`config.mk`:
```
export PLATFORM = sky130hd
export DESIGN_NAME = flyback_protection_sequencer
export DESIGN_NICKNAME = d
export VERILOG_FILES = /design/src/core/flyback_protection_sequencer.v /design/src/core/cycle_counter.v /design/src/core/drive_timer.v
export VERILOG_INCLUDE_DIRS = /design/src /design/src/core
export SDC_FILE = /design/constraint.sdc
export NUM_CORES = 1
export LEC_CHECK = 0
export BUFFER_PORTS_ARGS = -buffer_cell sky130_fd_sc_hd__buf_2
export CAP_MARGIN = 20
export CORE_UTILIZATION = 60
export DETAILED_ROUTE_END_ITERATION = 7
export PLACE_DENSITY = 0.85
export SLEW_MARGIN = 10
export SYNTH_ARGS = -nofsm -noshare
export SYNTH_HDL_FRONTEND = slang
export SYNTH_SLANG_ARGS = --single-unit
```
`constraint.sdc`:
```
create_clock -name CLK -period 4.7 [get_ports CLK]
set_input_delay 1.41 -clock CLK [delete_from_list [all_inputs] [get_ports CLK]]
set_output_delay 1.41 -clock CLK [all_outputs]
set_load 0.05 [all_outputs]
```
`src/core/flyback_seq_regs.vh`:
```
// Constants for the flyback protection sequencer: timing counts and mode codes.
// Assumes a 200 MHz core clock; analog levels arrive as digital words.
`ifndef FLYBACK_SEQ_REGS_VH
`define FLYBACK_SEQ_REGS_VH

`define CLK_MHZ            200
// Overload time-out 180 ms; count = ms * 1000 * MHz.
`define OVERLOAD_MS        180
`define OVERLOAD_CYC       (`OVERLOAD_MS * 1000 * `CLK_MHZ)
// Sample delay after gate falls: 2 us.
`define SAMPLE_US          2
`define SAMPLE_CYC         (`SAMPLE_US * `CLK_MHZ)
// Peak control threshold 400 mV, in mV on a 12-bit word.
`define OVERLOAD_MV        12'h190
// Supply overvoltage threshold 30 V, in mV on a 16-bit word.
`define SUPPLY_OVP_MV      16'h7530
// Fixed 65 kHz: period in cycles = MHz*1e6/65000.
`define HIGH_FREQ_KHZ      65
`define HIGH_PERIOD        (`CLK_MHZ * 1000 / `HIGH_FREQ_KHZ)
`define PEAK_PERIOD        (`HIGH_PERIOD * 3 / 4)
`define LOW_PERIOD         (`HIGH_PERIOD * 4)
`define MAX_ON             (`HIGH_PERIOD * 4 / 5)
`define BLANK_CYC          20
`define CONSEC_LIMIT       3'h4
`define RESTART_TIMES      2'h3
// Mode codes.
`define MODE_LOW           2'h0
`define MODE_HIGH          2'h1
`define MODE_PEAK          2'h2
`endif

```
`src/core/flyback_protection_sequencer.v`:
```
// Protection and mode sequencer of a flyback controller.
// Assumes comparator results and digitised levels synchronous to CLK.
// How it works
// - Overload timer starts above 400 mV
// - 180 ms overload stops switching
// - Overpower restart waits three supply cycles
// - Sense current reaching control level ends stroke
// - Blank sense comparison after switch turn-on
// - Sample sense 2 us after gate falls
// - Four consecutive sense exceedances latch protection
// - Four consecutive supply exceedances latch protection
// - Supply drop clears supply counter
// - High power: fixed 65 kHz
// - Peak power raises frequency and current
// - Low power: 25 % peak, lower frequency
// - Compensation off at low power
// - Overtemperature latches off until supply removal
// - Any protection stops switching immediately
// - Latched protection enters clamped power-down
`timescale 1ns/100ps
`default_nettype none
`include "flyback_seq_regs.vh"
module flyback_protection_sequencer #(
  parameter [31:0] OVERLOAD_CYCLES = `OVERLOAD_CYC  // Overpower time-out in cycles
) (
  input  wire        CLK,          // 200 MHz core clock
  input  wire        RESET,        // Synchronous reset, also supply removal
  input  wire [11:0] CTRL_MV,      // Peak control level in mV
  input  wire [15:0] SUPPLY_MV,    // Supply voltage in mV
  input  wire        SENSE_PEAK,   // Sensed current reached control level
  input  wire        SENSE_OVER,   // Current sense above overvoltage threshold
  input  wire        AT_LOCKOUT,   // Supply reached lockout level
  input  wire        AT_STARTUP,   // Supply reached start-up level
  input  wire        OVER_TEMP,    // Junction overtemperature
  input  wire [1:0]  LOAD_MODE,    // Requested load mode
  output reg         GATE,         // Power switch drive
  output reg  [1:0]  PEAK_SCALE,   // 0:25 %, 1:full, 2:raised peak
  output reg         COMP_ENABLE,  // Overpower compensation current on
  output reg         CLAMP,        // Supply clamp in latched power-down
  output reg         RESTARTING,   // Overpower restart in progress
  output reg         LATCHED       // Latched protection active
);
  localparam [1:0] S_RUN     = 2'h0;
  localparam [1:0] S_DISCH   = 2'h1;
  localparam [1:0] S_RECH    = 2'h2;
  localparam [1:0] S_LATCH   = 2'h3;

  reg  [1:0]  state;
  reg  [1:0]  restarts;
  reg  [31:0] overload;
  reg  [31:0] period_cnt;
  reg  [31:0] blank_cnt;
  reg  [31:0] cur_period;
  reg         gate_q;
  reg         opp_fire;
  wire        sample_done;
  wire        sense_trip;
  wire        supply_trip;
  wire        gate_fall;
  wire        cycle_start;
  wire        switching;

  function [31:0] period_of;
    input [1:0] mode;
    begin
      case (mode)
        `MODE_HIGH: period_of = `HIGH_PERIOD;
        `MODE_PEAK: period_of = `PEAK_PERIOD;
        default:    period_of = `LOW_PERIOD;
      endcase
    end
  endfunction

  assign switching   = (state == S_RUN) && !opp_fire && !sense_trip && !supply_trip && !OVER_TEMP;
  assign gate_fall   = gate_q && !GATE;
  assign cycle_start = switching && (period_cnt == 32'h0);

  // Sample timer launched at each gate fall.
  drive_timer u_sample (
    .clk   (CLK),
    .reset (RESET),
    .start (gate_fall),
    .load  (`SAMPLE_CYC),
    .done  (sample_done)
  );

  cycle_counter u_sense_ovp (
    .clk   (CLK),
    .reset (RESET),
    .check (sample_done),
    .over  (SENSE_OVER),
    .trip  (sense_trip)
  );

  cycle_counter u_supply_ovp (
    .clk   (CLK),
    .reset (RESET),
    .check (cycle_start),
    .over  (SUPPLY_MV > `SUPPLY_OVP_MV),
    .trip  (supply_trip)
  );

  // Overload timer counts while the control level stays above threshold.
  always @(posedge CLK)
  begin
    if (RESET)
    begin
      overload <= 32'h0;
      opp_fire <= 1'b0;
    end
    else
    begin
      opp_fire <= 1'b0;
      if (state != S_RUN || CTRL_MV <= `OVERLOAD_MV)
        overload <= 32'h0;
      else if (overload >= OVERLOAD_CYCLES - 32'h1)
      begin
        overload <= 32'h0;
        opp_fire <= 1'b1;
      end
      else
        overload <= overload + 32'h1;
    end
  end

  // Protection state: restart on overpower, latch on OVP and overtemperature.
  always @(posedge CLK)
  begin
    if (RESET)
    begin
      state    <= S_RUN;
      restarts <= 2'h0;
    end
    else
    begin
      case (state)
        S_RUN:
        begin
          if (sense_trip || supply_trip || OVER_TEMP)
            state <= S_LATCH;
          else if (opp_fire)
          begin
            state    <= S_DISCH;
            restarts <= 2'h0;
          end
        end
        S_DISCH:
        begin
          if (OVER_TEMP)
            state <= S_LATCH;
          else if (AT_LOCKOUT)
            state <= S_RECH;
        end
        S_RECH:
        begin
          if (OVER_TEMP)
            state <= S_LATCH;
          else if (AT_STARTUP)
          begin
            if (restarts == `RESTART_TIMES - 2'h1)
              state <= S_RUN;
            else
            begin
              restarts <= restarts + 2'h1;
              state    <= S_DISCH;
            end
          end
        end
        S_LATCH:
          state <= S_LATCH;
        default:
          state <= S_LATCH;
      endcase
    end
  end

  // Switching period, on-time and blanking.
  always @(posedge CLK)
  begin
    if (RESET)
    begin
      period_cnt <= 32'h0;
      blank_cnt  <= 32'h0;
      cur_period <= 32'h0;
      GATE       <= 1'b0;
      gate_q     <= 1'b0;
    end
    else
    begin
      gate_q <= GATE;
      if (!switching)
      begin
        GATE       <= 1'b0;
        period_cnt <= 32'h0;
      end
      else if (cycle_start)
      begin
        GATE       <= 1'b1;
        blank_cnt  <= `BLANK_CYC;
        cur_period <= period_of(LOAD_MODE);
        period_cnt <= period_of(LOAD_MODE) - 32'h1;
      end
      else
      begin
        period_cnt <= period_cnt - 32'h1;
        if (blank_cnt != 32'h0)
          blank_cnt <= blank_cnt - 32'h1;
        else if (SENSE_PEAK)
          GATE <= 1'b0;
        // The period held from stroke start keeps the duty limit right if the mode
        // changes in mid-period; the live mode would wrap the difference.
        if (cur_period - period_cnt >= `MAX_ON)
          GATE <= 1'b0;
      end
    end
  end

  // Status outputs.
  always @(posedge CLK)
  begin
    if (RESET)
    begin
      PEAK_SCALE  <= `MODE_LOW;
      COMP_ENABLE <= 1'b0;
      CLAMP       <= 1'b0;
      RESTARTING  <= 1'b0;
      LATCHED     <= 1'b0;
    end
    else
    begin
      PEAK_SCALE  <= LOAD_MODE;
      COMP_ENABLE <= switching && LOAD_MODE != `MODE_LOW;
      CLAMP       <= state == S_LATCH;
      RESTARTING  <= state == S_DISCH || state == S_RECH;
      LATCHED     <= state == S_LATCH;
    end
  end
endmodule // flyback_protection_sequencer
`default_nettype wire

```
`src/core/cycle_counter.v`:
```
// Saturating consecutive-cycle counter used for both overvoltage checks.
// Assumes one evaluation strobe per switching cycle.
`timescale 1ns/100ps
`default_nettype none
`include "flyback_seq_regs.vh"
module cycle_counter (
  input  wire       clk,    // Core clock
  input  wire       reset,  // Synchronous reset
  input  wire       check,  // One evaluation per switching cycle
  input  wire       over,   // Level above threshold at evaluation
  output reg        trip    // Four in a row seen
);
  reg [2:0] count;
  always @(posedge clk)
  begin
    if (reset)
    begin
      count <= 3'h0;
      trip  <= 1'b0;
    end
    else if (check)
    begin
      if (!over)
        count <= 3'h0;
      else if (count != `CONSEC_LIMIT)
        count <= count + 3'h1;
      if (over && count == `CONSEC_LIMIT - 3'h1)
        trip <= 1'b1;
    end
  end
endmodule // cycle_counter
`default_nettype wire

```
`src/core/drive_timer.v`:
```
// Down counter that ends a timed interval; reloads on start.
// Assumes the load value fits in 32 bits.
`timescale 1ns/100ps
`default_nettype none
module drive_timer (
  input  wire        clk,    // Core clock
  input  wire        reset,  // Synchronous reset
  input  wire        start,  // Load and begin counting
  input  wire [31:0] load,   // Cycles to count
  output reg         done    // Pulses once when count expires
);
  reg [31:0] count;
  reg        run;
  always @(posedge clk)
  begin
    if (reset)
    begin
      count <= 32'h0;
      run   <= 1'b0;
      done  <= 1'b0;
    end
    else
    begin
      done <= 1'b0;
      if (start)
      begin
        count <= load;
        run   <= 1'b1;
      end
      else if (run)
      begin
        if (count <= 32'h1)
        begin
          run  <= 1'b0;
          done <= 1'b1;
        end
        count <= count - 32'h1;
      end
    end
  end
endmodule // drive_timer
`default_nettype wire

```
Yosys cells after proc, flatten, opt, wreduce, memory -nomap -nowiden --
Cells that the tools add are included.
Word-level totals: register bits after elaboration 182, output and inout port bits 7, word-level logic and storage cells 135
Operators by class: $add $sub $neg 9, magnitude comparators 5, equality and inequality tests 21, mux-type cells 36, bitwise gates (word level) 2, reduce and logical (&&, ||, !) cells 41
Operators by type and width (count):
- two-way mux 32 bit | 6
- subtractor 32 x 1 -> 32 bit (second input constant) | 4
- adder 32 x 1 -> 32 bit (second input constant) | 1
- >= comparator 32 x 12 -> 1 bit (second input constant) | 1
- >= comparator 32 x 26 -> 1 bit (second input constant) | 1
- <= comparator 32 x 1 -> 1 bit (second input constant) | 1
- logical NOT 32 bit | 1
- nonzero test 32 bit | 1
- subtractor 32 bit | 1
- one-hot mux 14 bit (2 select lines) | 1
- two-way mux 2 bit | 11
- two-way mux 9 bit | 2
- > comparator 16 x 15 -> 1 bit (second input constant) | 1
- AND reduction 2 bit | 7
- <= comparator 12 x 9 -> 1 bit (second input constant) | 1
- two-way mux 3 bit | 4
- != test 2 bit (second input constant) | 6
- != test 3 bit (second input constant) | 4
- two-way mux 1 bit | 10
- nonzero test 2 bit | 5
- logical AND 1 bit | 9
- == test 2 bit (second input constant) | 4
- one-hot mux 2 bit (4 select lines) | 1
- adder 3 x 1 -> 3 bit (second input constant) | 2
- other kinds (15) | 29

Longest topological paths before layout --
depth in word-level cells 11, gate-level depth with buffers 17, depth with buffers taken out 15

Modules after synthesis --
From an unflattened synthesis, not the netlist that was laid out.
Unflattened totals: cells, all modules 1029, area total of the unflattened synthesis 8389.3 µm²
By module, submodules not included:
- flyback_protection_sequencer | times used 1, cells each 740, area an instance 6019.5 µm², sequential area each 2242.2 µm²
- drive_timer | times used 1, cells each 239, area an instance 1909.3 µm², sequential area each 680.7 µm²
- cycle_counter | times used 2, cells each 25, area an instance 230.2 µm², sequential area each 80.1 µm²

Least setup slack after synthesis --
No wires, ideal clock.
path kind input -> register, start in OVER_TEMP, end reg period_cnt[30], setup time 128 ps, data arrival time 3746 ps, data required time 4572 ps, setup slack 826 ps, stages 15, path buffers 2, cells stage by stage nor4_1 -> nor3b_1 -> and4_1 -> buf_4 -> and2_1 -> nor2_1 -> ha_1 -> nand2_1 -> a211o_1 -> nor2_1 -> and3_1 -> buf_2 -> nor2b_1 -> xnor2_1 -> nor2_1
On the way: longest elaborated chain between the ends 4, elaborated cells between the ends (all ways) 6, classes of those cells 1 x mux; 1 x bitwise; 4 x reduce/logical
RTL lines:
- from (decl) | line flyback_protection_sequencer.v:34 | input wire OVER_TEMP,
- logical NOT 1 bit (*) | line flyback_protection_sequencer.v:74 | assign switching = (state == S_RUN) && !opp_fire && !sense_trip && !supply_trip && !OVER_TEMP;
- logical AND 1 bit (*) | line flyback_protection_sequencer.v:74
- logical AND 1 bit / inverter 1 bit (equally long branches)
- two-way mux 32 bit / OR reduction 2 bit (equally long branches)
- to (signal assigned) | line flyback_protection_sequencer.v:201 | period_cnt <= period_of(LOAD_MODE) - 32'h1;
- to (signal assigned) | line flyback_protection_sequencer.v:205 | period_cnt <= period_cnt - 32'h1;
- to (decl) | line flyback_protection_sequencer.v:51 | reg [31:0] period_cnt;
Every way passes the cells marked *; elsewhere a longest branch is shown, timed or not. A chain may end at the register's enable or synchronous reset.

Final worst setup path --
start in OVER_TEMP, end reg period_cnt[22]
The elaborated chain is that of the path after synthesis.

==> summary.md <==
| Metric | Value |
|---|---|
| 1st-pass router iterations | `5` |
| Post-route DRC | `0` |
| Mapped cell area | `7838 sq um` |
| Largest family of logic cells by synthesized area | `simple AND/OR/NAND/NOR gates` |
| Crit-path cells | `buf_2 > nor4_1 > nor3b_1 > and4_1 > and2_1 > nor2_1 > ha_1 > nand2_1 > a211o_1 > nor2_1 > and3_1 > nand2_1 > xor2_1 > nor2_1` |
| Synth Area in Adders | `~4.7%` |
| TritonCTS buffer count | `17` |
| Clock Sinks | `154` |
| R2R Setup Slk | `1.12 ns` |
| Post-CTS Resized | `0` |
| Bufs and invs on worst path | `1` |
| Crit-path leading delay family | `simple AND/OR/NAND/NOR gates` |
| First-pass GRT wire length | `27,290 um` |
| Multi-input gate area | `4482 sq um` |
| Place WS | `0.4368 ns` |
| Status | `complete, no violations` |
| Area of the core | `12,670 sq um` |
| Num ports | `44` |
| Initial Utilization | `61.85%` |
| Die area | `13,520 sq um` |
| Tcrit/Tclk final | `82.07%` |
| Hold path start | `u_sample.count[12]` |
| Gr ovfl total | `0` |
| CTS max path bufs | `2` |
| Die width | `116.3 um` |
| Largest net degree at the start of global routing | `35` |
| GRT Util Overall | `between 20% and 30%` |
| Num rows | `41` |
| Yosys Warn Count | `0` |
| CTS tree | `yes` |
| Die Height | `116.3 um` |
| Area fraction of the dominant cell type after synthesis | `39.34%` |
| Setup Crit Path Kind | `input pin to flip-flop` |
| Via density | `approximately 5.6` |
| Post-route antenna net violation count | `0` |
| Cts hold-fix bufs | `0` |
| Max transition margin | `between 30% and 40%` |
| H-tree Lvls | `4` |
| Seq/Total Area, Yosys | `39.34%` |
| Compound-Gate Fraction of Synth Area | `11.91%` |
| Net load switching power | `2.914 mW` |
| Slew @ Worst Pin | `0.9151 ns` |
| DRT iter0 DRCs | `508` |
| Slew Viols, Final | `0` |
| WL final | `16,180 um` |
| Post-synth EDFFs | `0` |
| DP Cell Count | `1,138` |
| Critical-path top delay cell | `nor4_1` |
| Unrepaired setup endpoints after global routing | `false` |
| Hold Vio Cnt, Final | `0` |
| Vias post-DR | `about 6.6k` |
| Max_cap viols | `0` |
| Worst skew pair latency | `0.43 ns` |
| Final worst slack | `0.8429 ns` |
| Tightest Hold Check Type | `flip-flop to flip-flop` |
| Capture point of the worst reg-to-reg path | `period_cnt[22]` |
| Antenna violations before repair | `0` |
| IO buf count | `43` |
| Flop pwr share | `around 26%` |
| Setup Skew | `0.008141 ns` |
| Fin nets | `1,052` |
| Net Sw Frac | `~43%` |
| Hold endpoint | `u_sample.count[12]` |
| Final Power | `6.824 mW` |
| Combinational Power Share | `between 50% and 60%` |
| Most used cell, CP | `nor2_1` |
| Share of post-route cells with drive strength above 1 | `10.61%` |
| Dominant synthesized flop cell | `dfxtp_1` |
| Crit path DAT | `4.17 ns` |
| Synthesized area per cell | `8.276 sq um` |
| Post-Synth Simple-Gate Area | `28.61%` |
| Leakage power | `3.516 nW` |
| CTS clk-pin slew, worst paths | `0.06 ns` |
| Final Setup Violations | `0` |
| Critical Path End Type | `flip-flop` |
| Worst r2r path cells | `13` |
| Synth-to-Final Area Change | `12.37%` |
| Clock network fraction of design power | `21.2%` |
| Storage element area | `3083 sq um` |
| Post-Layout Cell Count | `approximately 1.2k` |
| Multiplexer share of the synthesized area | `0.2554%` |
| Req. time, crit path | `approximately 5 ns` |
| Antenna cell count | `0` |
| Max VDD drop | `0.4016 mV` |
| Hpwl dp | `10,970 um` |
| Vias in the first global route | `6,055` |
| WHS Path Cells | `2` |
| Fraction of registers with async set/reset | `0%` |
| FILL cells | `993` |
| Achievable Freq | `about 260 MHz` |
| Post-layout util | `between 60% and 70%` |
| PD cells | `a little under 800 nW/um^2` |
| Power Internal | `3.910 mW` |
| Max Fanout on Critical Path | `9` |
| Post-CTS setup buffers | `0` |
| Synth top area cells | `dfxtp_1 39%, nor2_1 8.3%, xor2_1 5.8%, xnor2_1 5.6%, ha_1 4.5%` |
| Yosys top cell by area | `dfxtp_1` |
| Setup TNS | `0 ns` |
| Critical path launch point type | `input pin` |
| Distinct cells, synth | `74` |
| Crit-path max cell delay | `0.41 ns` |
| Clock root cell | `clkbuf_16` |
| RePlAce Congestion | `0.8356` |
| Routed len/inst | `between 10 and 15 um` |
| Xor/xnor share of the synthesized area | `11.40%` |
| Worst r2r src | `period_cnt[14]` |
| Cells after Synth | `approximately 950` |
| Final min period | `3.857 ns` |
| Seq cells post-synth | `around 150` |
## cell usage in the layout, fill, tap and decap left out, drive strengths merged, types with 4 or more instances in the layout
master,count
nor2,173
dfxtp,154
nand2,64
a21oi,63
xor2,52
xnor2,50
buf,49
nor3,36
inv,35
or3,32
o21ai,30
ha,28
nand3,28
nor4,22
or4,20
clkbuf,20
nor2b,13
nand2b,9
and3,9
a31oi,7
nand4,7
a211oi,6
conb,6
or2,6
and2,5
clkinv,5
and4,4
nand3b,4
bufinv,4
a2111oi,4
## worst reg2reg max path, cell delays in order (launching register included)
cell	delay, ns
dfxtp_1	0.41
or4_4	0.61
nor4_2	0.57
and4_1	0.29
and2_1	0.19
nor2_1	0.06
ha_1	0.22
nand2_1	0.14
a211o_1	0.18
nor2_1	0.08
and3_1	0.32
nand2_1	0.15
xor2_1	0.18
nor2_1	0.06
## power by group through the flow
| stage | Sequential (mW) | Combinational, mW | Clock (mW) |
|---|---|---|---|
| 2_1_floorplan | 1.69 | 2.96 | 0 |
| 3_3_place_gp | 1.75 | 3.45 | 0 |
| 3_5_place_dp | 1.75 | 3.53 | 0 |
| 4_1_cts | 1.73 | 3.60 | 1.46 |
| 5_1_grt | 1.77 | 4.07 | 1.53 |
| 6_report | 1.74 | 3.64 | 1.45 |
## layer usage
layer,GRT usage [%],wire (um)
met5,0,0
met4,9.316,210
met3,6.902,714
met2,41.30,7563
met1,32.43,7691
## final cells by class
| cell class | count | area share, % |
|---|---|---|
| well taps | 172 | 2.444 |
| repair buffers | 49 | 3.040 |
| clock inverters | 12 | 1.946 |
| clock buffers | 20 | 5.185 |
| inverters | 35 | 1.492 |
| flip-flops and latches | 154 | 35.00 |
| multi-input cells | 729 | 50.89 |
## stage by stage
step / instance area, sq um / hold slack, ns
2_1_floorplan: 7856 / 0.4297
3_3_place_gp: 8164 / 0.4419
3_5_place_dp: 8164 / 0.4512
4_1_cts: 8792 / 0.4594
5_1_grt: 8807 / 0.4863
6_report: 8807 / 0.4593
## worst max path at each step
stage / slack, ns / from / cells past startpoint / end
CTS: 0.87 / OVER_TEMP / 14 / period_cnt[22]
global route: 0.56 / OVER_TEMP / 14 / period_cnt[30]
global placement: 0.64 / OVER_TEMP / 14 / period_cnt[30]
finish: 0.84 / OVER_TEMP / 14 / period_cnt[22]
detailed placement: 0.44 / OVER_TEMP / 14 / period_cnt[24]
floorplan: 0.83 / OVER_TEMP / 15 / period_cnt[30]
## logic make-up (layout without fill, tap and decap cells)
logic type	count (synthesis)	count (layout)
compound gates	148	148
flops	154	154
mux	2	2
other cells	1	6
xor+xnor	102	102
simple gates	442	442
buf+inv	69	116
fa+ha+maj	29	29
## synthesized netlist by cell type (3+ instances only)
| cell type | instances |
|---|---|
| nor2_1 | 173 |
| dfxtp_1 | 154 |
| a21oi_1 | 63 |
| nand2_1 | 63 |
| xor2_1 | 52 |
| xnor2_1 | 50 |
| inv_1 | 35 |
| nor3_1 | 34 |
| or3_1 | 32 |
| ha_1 | 28 |
| o21ai_0 | 28 |
| nand3_1 | 27 |
| clkbuf_1 | 25 |
| nor4_1 | 18 |
| or4_1 | 18 |
| nor2b_1 | 13 |
| and3_1 | 9 |
| nand2b_1 | 9 |
| a31oi_1 | 7 |
| a211oi_1 | 6 |
| nand4_1 | 6 |
| and2_1 | 5 |
| or2_2 | 5 |
| and4_1 | 4 |
| nand3b_1 | 4 |
| a2111oi_0 | 3 |
| a211o_1 | 3 |
| a21o_1 | 3 |
| buf_6 | 3 |
| o21bai_1 | 3 |
| o31a_1 | 3 |
| o31ai_1 | 3 |
| o41ai_1 | 3 |
## flip-flops by register name, indices dropped and copies added, names as in the netlist
name                cells
u_sense_ovp.trip        1
u_sample.done           1
period_cnt             32
u_sample.run            1
GATE                    1
restarts                2
u_sample.count         32
cur_period              4
u_supply_ovp.count      3
gate_q                  1
overload               32
COMP_ENABLE             1
RESTARTING              1
opp_fire                1
PEAK_SCALE              2
LATCHED                 1
u_supply_ovp.trip       1
u_sense_ovp.count       3
blank_cnt              32
state                   2
No activity file was read; power rests on OpenSTA's default activity.
